### config.mk
export PLATFORM = sky130hd
export DESIGN_NAME = acg_freq_regs
export DESIGN_NICKNAME = d
export VERILOG_FILES = /design/src/hdl/acg_pkg.sv /design/src/hdl/acg_freq_apply.sv /design/src/hdl/acg_freq_regs.sv
export VERILOG_INCLUDE_DIRS = /design/src /design/src/hdl
export SDC_FILE = /design/constraint.sdc
export NUM_CORES = 1
export LEC_CHECK = 0
export BUFFER_PORTS_ARGS = -buffer_cell sky130_fd_sc_hd__clkbuf_2
export CAP_MARGIN = 20
export CORE_ASPECT_RATIO = 0.8
export CORE_MARGIN = 8
export CORE_UTILIZATION = 44
export DETAILED_ROUTE_END_ITERATION = 7
export GPL_TIMING_DRIVEN = 0
export PLACE_DENSITY = 0.75
export SETUP_SLACK_MARGIN = 0.1
export SLEW_MARGIN = 20
export SYNTH_ARGS = -nofsm -noshare
export SYNTH_HDL_FRONTEND = slang
export SYNTH_SLANG_ARGS = --single-unit
### constraint.sdc
create_clock -name clk -period 1.35 [get_ports clk]
set_input_delay 0.2025 -clock clk [delete_from_list [all_inputs] [get_ports clk]]
set_output_delay 0.2025 -clock clk [all_outputs]
set_load 0.01 [all_outputs]
### src/hdl/acg_consts.svh
// Register offsets, field positions, reset values and unmapped read value of the frequency registers
`ifndef ACG_CONSTS_SVH
`define ACG_CONSTS_SVH

// Byte addresses of the first generator frequency registers
`define ACG_OFS_FREQ_HIGH 16'hFFE5
`define ACG_OFS_FREQ_MID 16'hFFE6
`define ACG_OFS_FREQ_LOW 16'hFFE7

// Reset value of every frequency byte
`define ACG_FREQ_BYTE_RESET 8'h00

// Reset value of the whole frequency word
`define ACG_FREQ_WORD_RESET 24'h000000

// Field positions of the bytes inside the 24-bit frequency word
`define ACG_FLD_LOW_LSB 0
`define ACG_FLD_MID_LSB 8
`define ACG_FLD_HIGH_LSB 16

// Value returned for an address outside this block
`define ACG_UNMAPPED_DATA 8'h00

`endif

### src/hdl/acg_pkg.sv
// Types shared by the adaptive clock frequency register block
package acg_pkg;

    // One byte of a register
    typedef logic [7:0] acg_byte_t;

    // Complete frequency word of a synthesizer
    typedef logic [23:0] acg_word_t;

    // Source that drives the codec master clock output, one-hot
    typedef enum logic [1:0] {
        ACG_SRC_FIRST = 2'b01,
        ACG_SRC_SECOND = 2'b10
    } acg_src_t;

endpackage : acg_pkg

### src/hdl/acg_freq_apply.sv
// Applies a complete frequency word and picks the codec master clock source
`timescale 1ns/10ps
`default_nettype none
`include "acg_consts.svh"

module acg_freq_apply
    import acg_pkg::*;
(
    input wire logic clk,
    input wire logic rst_n,
    input wire logic clkEn,
    input wire logic commit,
    input wire acg_word_t commitWord,
    input wire logic selectSecondSynth,
    input wire acg_word_t secondFreqWord,
    output acg_word_t firstFreqWord,
    output acg_word_t masterClockFreqWord,
    output acg_src_t masterClockSource,
    output logic freqUpdate
);

    // Source picked for the coming cycle
    wire acg_src_t next_source = selectSecondSynth ? ACG_SRC_SECOND : ACG_SRC_FIRST;

    // Word of the chosen synthesizer
    wire acg_word_t next_masterWord = selectSecondSynth ? secondFreqWord : firstFreqWord;

    // First synthesizer word changes only on a whole-word commit
    always_ff @(posedge clk)
    begin
        if (!rst_n)
        begin
            firstFreqWord <= `ACG_FREQ_WORD_RESET;
            freqUpdate <= 1'b0;
        end
        else if (clkEn)
        begin
            freqUpdate <= commit;
            if (commit)
            begin
                firstFreqWord <= commitWord; // RULE7
            end
        end
    end

    // Master clock word follows the chosen synthesizer
    always_ff @(posedge clk)
    begin
        if (!rst_n)
        begin
            masterClockFreqWord <= `ACG_FREQ_WORD_RESET;
            masterClockSource <= ACG_SRC_FIRST;
        end
        else if (clkEn)
        begin
            masterClockFreqWord <= next_masterWord; // RULE6
            masterClockSource <= next_source; // RULE6
        end
    end

    // Second synthesizer drives the master clock word when chosen
    property p_second_source;
        @(posedge clk) disable iff (!rst_n)
        clkEn && selectSecondSynth |=> masterClockFreqWord == $past(secondFreqWord)
            && masterClockSource == ACG_SRC_SECOND;
    endproperty
    a_second_source: assert property (p_second_source) else $error("second source not applied"); // RULE6

    // First synthesizer drives the master clock word otherwise
    property p_first_source;
        @(posedge clk) disable iff (!rst_n)
        clkEn && !selectSecondSynth |=> masterClockFreqWord == $past(firstFreqWord)
            && masterClockSource == ACG_SRC_FIRST;
    endproperty
    a_first_source: assert property (p_first_source) else $error("first source not applied"); // RULE5

    // Source switch seen
    property p_cov_switch;
        @(posedge clk) disable iff (!rst_n)
        clkEn && !selectSecondSynth ##1 clkEn && selectSecondSynth;
    endproperty
    c_cov_switch: cover property (p_cov_switch);

endmodule : acg_freq_apply
`default_nettype wire

### src/hdl/acg_freq_regs.sv
// Frequency registers of the first adaptive clock generator
// Summary of operation
// RULE1: Low byte register holds word bits 7:0
// RULE2: Middle byte register holds word bits 15:8
// RULE3: High byte register holds word bits 23:16
// RULE4: Controller writes and reads all three bytes
// RULE5: Master clock frequency follows the 24-bit word
// RULE6: Master clock may come from second synthesizer
// RULE7: New word applied only as whole value
`timescale 1ns/10ps
`default_nettype none
`include "acg_consts.svh"

module acg_freq_regs
    import acg_pkg::*;
(
    input wire logic clk,
    input wire logic rst_n,
    input wire logic clkEn,
    input wire logic [15:0] mcuAddr,
    input wire logic mcuWrite,
    input wire logic mcuRead,
    input wire acg_byte_t mcuWrData,
    input wire logic selectSecondSynth,
    input wire acg_word_t secondFreqWord,
    output acg_byte_t mcuRdData,
    output logic mcuRdHit,
    output acg_word_t firstFreqWord,
    output acg_word_t masterClockFreqWord,
    output acg_src_t masterClockSource,
    output logic freqUpdate
);

    // Stored frequency bytes as software sees them
    acg_byte_t freqLow;
    acg_byte_t freqMid;
    acg_byte_t freqHigh;

    // Address decode of the three registers
    wire logic hitLow = (mcuAddr == `ACG_OFS_FREQ_LOW);
    wire logic hitMid = (mcuAddr == `ACG_OFS_FREQ_MID);
    wire logic hitHigh = (mcuAddr == `ACG_OFS_FREQ_HIGH);
    wire logic hitAny = hitLow | hitMid | hitHigh;

    // Write strobes per register
    wire logic wrLow = mcuWrite & hitLow;
    wire logic wrMid = mcuWrite & hitMid;
    wire logic wrHigh = mcuWrite & hitHigh;

    // Read selection; unmapped addresses give a fixed value
    wire acg_byte_t next_rdData = hitLow ? freqLow :
                                  hitMid ? freqMid :
                                  hitHigh ? freqHigh : `ACG_UNMAPPED_DATA; // RULE4

    // Read hit flag for the coming cycle
    wire logic next_rdHit = mcuRead & hitAny;

    // Whole word as it stands after a high-byte write; commits it in one step
    wire acg_word_t commitWord = {mcuWrData, freqMid, freqLow}; // RULE5

    // Commit happens on the high-byte write that closes a programming sequence
    wire logic commit = wrHigh; // RULE7

    // Low byte register
    always_ff @(posedge clk)
    begin
        if (!rst_n)
        begin
            freqLow <= `ACG_FREQ_BYTE_RESET;
        end
        else if (clkEn && wrLow)
        begin
            freqLow <= mcuWrData; // RULE1
        end
    end

    // Middle byte register
    always_ff @(posedge clk)
    begin
        if (!rst_n)
        begin
            freqMid <= `ACG_FREQ_BYTE_RESET;
        end
        else if (clkEn && wrMid)
        begin
            freqMid <= mcuWrData; // RULE2
        end
    end

    // High byte register
    always_ff @(posedge clk)
    begin
        if (!rst_n)
        begin
            freqHigh <= `ACG_FREQ_BYTE_RESET;
        end
        else if (clkEn && wrHigh)
        begin
            freqHigh <= mcuWrData; // RULE3
        end
    end

    // Registered read port; data stands until the next enabled read
    always_ff @(posedge clk)
    begin
        if (!rst_n)
        begin
            mcuRdData <= `ACG_UNMAPPED_DATA;
            mcuRdHit <= 1'b0;
        end
        else if (clkEn)
        begin
            if (mcuRead)
            begin
                mcuRdData <= next_rdData; // RULE4
            end
            mcuRdHit <= next_rdHit;
        end
    end

    // Word application and master clock source selection
    acg_freq_apply u_acg_freq_apply (
        .clk(clk),
        .rst_n(rst_n),
        .clkEn(clkEn),
        .commit(commit),
        .commitWord(commitWord),
        .selectSecondSynth(selectSecondSynth),
        .secondFreqWord(secondFreqWord),
        .firstFreqWord(firstFreqWord),
        .masterClockFreqWord(masterClockFreqWord),
        .masterClockSource(masterClockSource),
        .freqUpdate(freqUpdate)
    );

    // Low byte write lands in word bits 7:0 of the stored value
    property p_low_byte;
        @(posedge clk) disable iff (!rst_n)
        clkEn && wrLow |=> freqLow == $past(mcuWrData);
    endproperty
    a_low_byte: assert property (p_low_byte) else $error("low byte not stored"); // RULE1

    // Middle byte write lands in word bits 15:8 after the next commit
    property p_mid_byte;
        @(posedge clk) disable iff (!rst_n)
        clkEn && wrMid ##1 clkEn && wrHigh |=> firstFreqWord[15:8] == $past(freqMid, 1);
    endproperty
    a_mid_byte: assert property (p_mid_byte) else $error("middle byte misplaced"); // RULE2

    // High byte write lands in word bits 23:16 together with the commit
    property p_high_byte;
        @(posedge clk) disable iff (!rst_n)
        clkEn && wrHigh |=> freqHigh == $past(mcuWrData)
            && firstFreqWord[23:16] == $past(mcuWrData);
    endproperty
    a_high_byte: assert property (p_high_byte) else $error("high byte misplaced"); // RULE3

    // Applied word equals the three stored bytes after a commit, flagged by a pulse
    property p_whole_word;
        @(posedge clk) disable iff (!rst_n)
        clkEn && wrHigh |=> firstFreqWord == {freqHigh, freqMid, freqLow} && freqUpdate;
    endproperty
    a_whole_word: assert property (p_whole_word) else $error("applied word wrong"); // RULE5

    // Partial byte writes never retune the applied word
    property p_no_partial;
        @(posedge clk) disable iff (!rst_n)
        clkEn && (wrLow || wrMid) |=> $stable(firstFreqWord) && !freqUpdate;
    endproperty
    a_no_partial: assert property (p_no_partial) else $error("partial word applied"); // RULE7

    // Read of the middle register returns its stored byte next cycle
    property p_read_back;
        @(posedge clk) disable iff (!rst_n)
        clkEn && mcuRead && hitMid && !mcuWrite |=> mcuRdHit && mcuRdData == $past(freqMid);
    endproperty
    a_read_back: assert property (p_read_back) else $error("read back wrong"); // RULE4

    // Unmapped read answers with the fixed value and no hit
    property p_read_unmapped;
        @(posedge clk) disable iff (!rst_n)
        clkEn && mcuRead && !hitAny |=> !mcuRdHit && mcuRdData == `ACG_UNMAPPED_DATA;
    endproperty
    a_read_unmapped: assert property (p_read_unmapped) else $error("unmapped read wrong"); // RULE4

    // Read data stands until the next enabled read is taken
    property p_read_hold;
        @(posedge clk) disable iff (!rst_n)
        !(clkEn && mcuRead) |=> $stable(mcuRdData);
    endproperty
    a_read_hold: assert property (p_read_hold) else $error("read data not held"); // RULE4

    // Frozen enable keeps every stored byte and the applied word
    property p_stall_hold;
        @(posedge clk) disable iff (!rst_n)
        !clkEn |=> $stable(freqLow) && $stable(freqMid) && $stable(freqHigh)
            && $stable(firstFreqWord);
    endproperty
    a_stall_hold: assert property (p_stall_hold) else $error("state changed while frozen"); // RULE7

    // Update pulse only follows a committing high-byte write
    property p_update_pulse;
        @(posedge clk) disable iff (!rst_n)
        clkEn && !wrHigh |=> !freqUpdate;
    endproperty
    a_update_pulse: assert property (p_update_pulse) else $error("update without commit"); // RULE7

    // Full three-byte programming sequence
    property p_cov_program;
        @(posedge clk) disable iff (!rst_n)
        clkEn && wrLow ##1 clkEn && wrMid ##1 clkEn && wrHigh;
    endproperty
    c_cov_program: cover property (p_cov_program);

    // Read back after a write
    property p_cov_readback;
        @(posedge clk) disable iff (!rst_n)
        clkEn && wrHigh ##1 clkEn && mcuRead && hitHigh;
    endproperty
    c_cov_readback: cover property (p_cov_readback);

    // Clock enable stall during a write
    property p_cov_stall;
        @(posedge clk) disable iff (!rst_n)
        !clkEn && mcuWrite && hitAny;
    endproperty
    c_cov_stall: cover property (p_cov_stall);

endmodule : acg_freq_regs
`default_nettype wire

==> metrics.md <==
| Metric | Value |
|---|---|
| Status | finished, final reports clean |
| Buffers on Ports | 111 |
| Min cycle time layout | 1180 ps |
| Rel. slew slack | 62.2% |
| Nets | 492 |
| Layout Skew | 8.35 ps |
| Seq/Total Area, Yosys | 47.7% |
| Yosys Warn Count | 0 |
| Seq pwr share | 53.0% |
| PwrDens | 1080 mW/mm^2 |
| Async S/R FF share, synth | 0% |
| Final hold violation count | 0 |
| Antenna Cells | 0 |
| RSZ-0062 raised after global routing | false |
| Fmax | 850 MHz |
| DR vias/cell | 5.28 |
| Vias in the first global route | 2,894 |
| Initial antenna violation count | 0 |
| Post-layout util | 58.3% |
| Routed length per instance | 17.4 um |
| Setup slack, reg-to-reg | 390 ps |
| Drt first-iter violations | 129 |
| WS Path Type | reg2out |
| Comb pwr share | 9.4% |
| Final WL | 9200 um |
| Synthesized flop and latch total | 76 |
| Clock share of power | 37.6% |
| Layout cells sized above 1 | 33.6% |
| # Max-Cap Violations | 0 |
| Unique masters post-synth | 24 |
| Die area | 0.0102 sq mm |
| DP Cell Count | 513 |
| Synth-to-Final Area Change | 27.2% |
| Leak | 2.29 nW |
| Syn Area/Cell | 10.1 sq um |
| Clock Tree Buf Depth | 2 |
| CP delay by family, top | flip-flops |
| Hold buffer count at cts | 0 |
| # H-tree levels | 3 |
| Ports | 114 |
| Grt total ovfl | 0 |
| Post-Syn Instances | 315 |
| Clk root buf | clkbuf_8 |
| Initial Utilization | 45.8% |
| Critical path startpoint category | register |
| First-pass GRT wire length | 14,700 um |
| CP Data Required Time | 1150 ps |
| Primary FF master, synth | dfxtp_1 |
| WHS | 158 ps |
| CTS Sinks | 76 |
| Post-synth EDFFs | 0 |
| DRT Pass-1 Iters | 4 |
| WP buf/inv | 1 |
| Hold crit path type | in2reg |
| P_int | 0.00334 W |
| CTS buffer count | 9 |
| Post-Syn Area | 0.00319 sq mm |
| Pin slew with the least headroom to its limit | 565 ps |
| Slowest-stage cell, CP | dfxtp_1 |
| Largest net degree at the start of global routing | 12 |
| Clk_lat worst skew | 340 ps |
| Setup Viol. Count Final | 0 |
| Final antenna-violating net count | 0 |
| Critical path arrival | 970 ps |
| Die span in x | 111 um |
| Cell Rows | 27 |
| Cell chain of the critical path | clkbuf_2 |
| CTS tree | yes |
| Peak supply drop | 530 uV |
| Commonest non-fill, non-tap cell in the layout | clkbuf_2 |
| Crit-path max cell delay | 450 ps |
| Fillcell total | 637 |
| Area of the core | 0.00696 sq mm |
| Crit end category | output pin |
| Most frequent cells in the layout | 111 x clkbuf_2, 83 x nand2_1, 76 x dfxtp_1 |
| Crit-path max FO | 4 |
| Sw frac | 23.6% |
| Post-route clock period utilization | 87.1% |
| Vias | 2,783 |
| Total track usage | 17.5% |
| Switch Pwr | 0.00103 W |
| Fin. max-slew vios | 0 |
| Syn Nets | 369 |
| Final Non-Filler Cells | 527 |
| Clock transition at path regs | 80 ps |
| Post-DP HPWL | 7210 um |
| Die height | 92.1 um |
| Global placement routability congestion | 0.792 |
| # DRC | 0 |
## metrics by stage
| step | worst slack (ps) | setup TNS (ps) | power [W] | cell area, sq um |
|---|---|---|---|---|
| 6_report | 174 | 0 | 0.00437 | 4060 |
| 5_1_grt | 138 | 0 | 0.00455 | 4060 |
| 4_1_cts | 96.7 | 0 | 0.00440 | 4040 |
| 3_5_place_dp | -271 | -9160 | 0.00277 | 3860 |
| 3_3_place_gp | -235 | -7300 | 0.00276 | 3860 |
| 2_1_floorplan | 35.0 | 0 | 0.00259 | 3190 |
## cells in the mapped netlist (2+ instances only)
cell type / n / area, sq um
o21ai_0: 10 / 50.1
a21boi_1: 2 / 15.0
dfxtp_1: 76 / 1520
o211a_1: 24 / 240
buf_2: 7 / 35.0
a21boi_0: 2 / 15.0
nand2_1: 83 / 312
buf_6: 2 / 22.5
mux2i_1: 64 / 641
clkbuf_1: 13 / 48.8
mux2_2: 8 / 90.1
a22oi_1: 8 / 60.1
nand4b_1: 3 / 26.3
nand2b_1: 3 / 18.8
## flip-flops by register name (all words and copies together), names as in the netlist
register / cells
freqHigh: 8
freqLow: 8
freqMid: 8
mcuRdData: 8
mcuRdHit: 1
u_acg_freq_apply.firstFreqWord: 16
u_acg_freq_apply.freqUpdate: 1
u_acg_freq_apply.masterClockFreqWord: 24
u_acg_freq_apply.masterClockSource: 2
## cell type report
class | count | area (sq um) | share of cell area [%]
clock inverter | 3 | 40.0 | 0.987
timing repair buffer | 112 | 563 | 13.9
tap | 87 | 109 | 2.68
multi-input combinational | 215 | 1560 | 38.5
buffer | 24 | 121 | 2.99
sequential | 76 | 1520 | 37.5
clock buffer | 10 | 138 | 3.39
## cells by family (layout without fill, tap and decap cells)
kind of cell	count (synthesis)	after routing	share of synthesized area, %
flip-flops	76	76	47.7
buffers and inverters	24	149	3.69
multiplexers	72	72	22.9
AO/OA/AOI/OAI	46	46	11.9
AND/OR/NAND/NOR	97	97	13.7
## worst paths after layout
check                                               start                         to  depth (start not counted)
worst max-delay path             freqHigh[4]$_SDFFE_PN0P_          firstFreqWord[20]                          1
worst min-delay path                         mcuWrData[2]   freqHigh[2]$_SDFFE_PN0P_                          3
worst max register to register    freqLow[7]$_SDFFE_PN0P_  mcuRdData[7]$_SDFFE_PN0P_                          3
worst min register to register  mcuRdData[1]$_SDFFE_PN0P_  mcuRdData[1]$_SDFFE_PN0P_                          2
## timing repair
item,in CTS,in global routing
endpoints found under the hold margin,0,0
setup endpoints to repair,7,35
buffers inserted,0,1
gates cloned,0,0
resized for setup,1,1
## power by group through the flow
| stage | clock network [W] | logic [W] | registers [W] |
|---|---|---|---|
| after floorplan | 0 | 0.000199 | 0.00239 |
| after global placement | 0 | 0.000401 | 0.00236 |
| after detailed placement | 0 | 0.000409 | 0.00237 |
| after CTS | 0.00167 | 0.000412 | 0.00231 |
| after global routing | 0.00178 | 0.000450 | 0.00232 |
| final | 0.00164 | 0.000410 | 0.00231 |
## layer usage
metal / GRT usage (%) / part of all wire, % / vias up
met5: 0 / 0 / -
met3: 7.36 / 8.3 / 12
met2: 28.3 / 46 / 95
met1: 21.1 / 44 / 1331
li1: - / - / 1345
met4: 4.43 / 1.4 / 0
(Power assumes the default switching activity.)
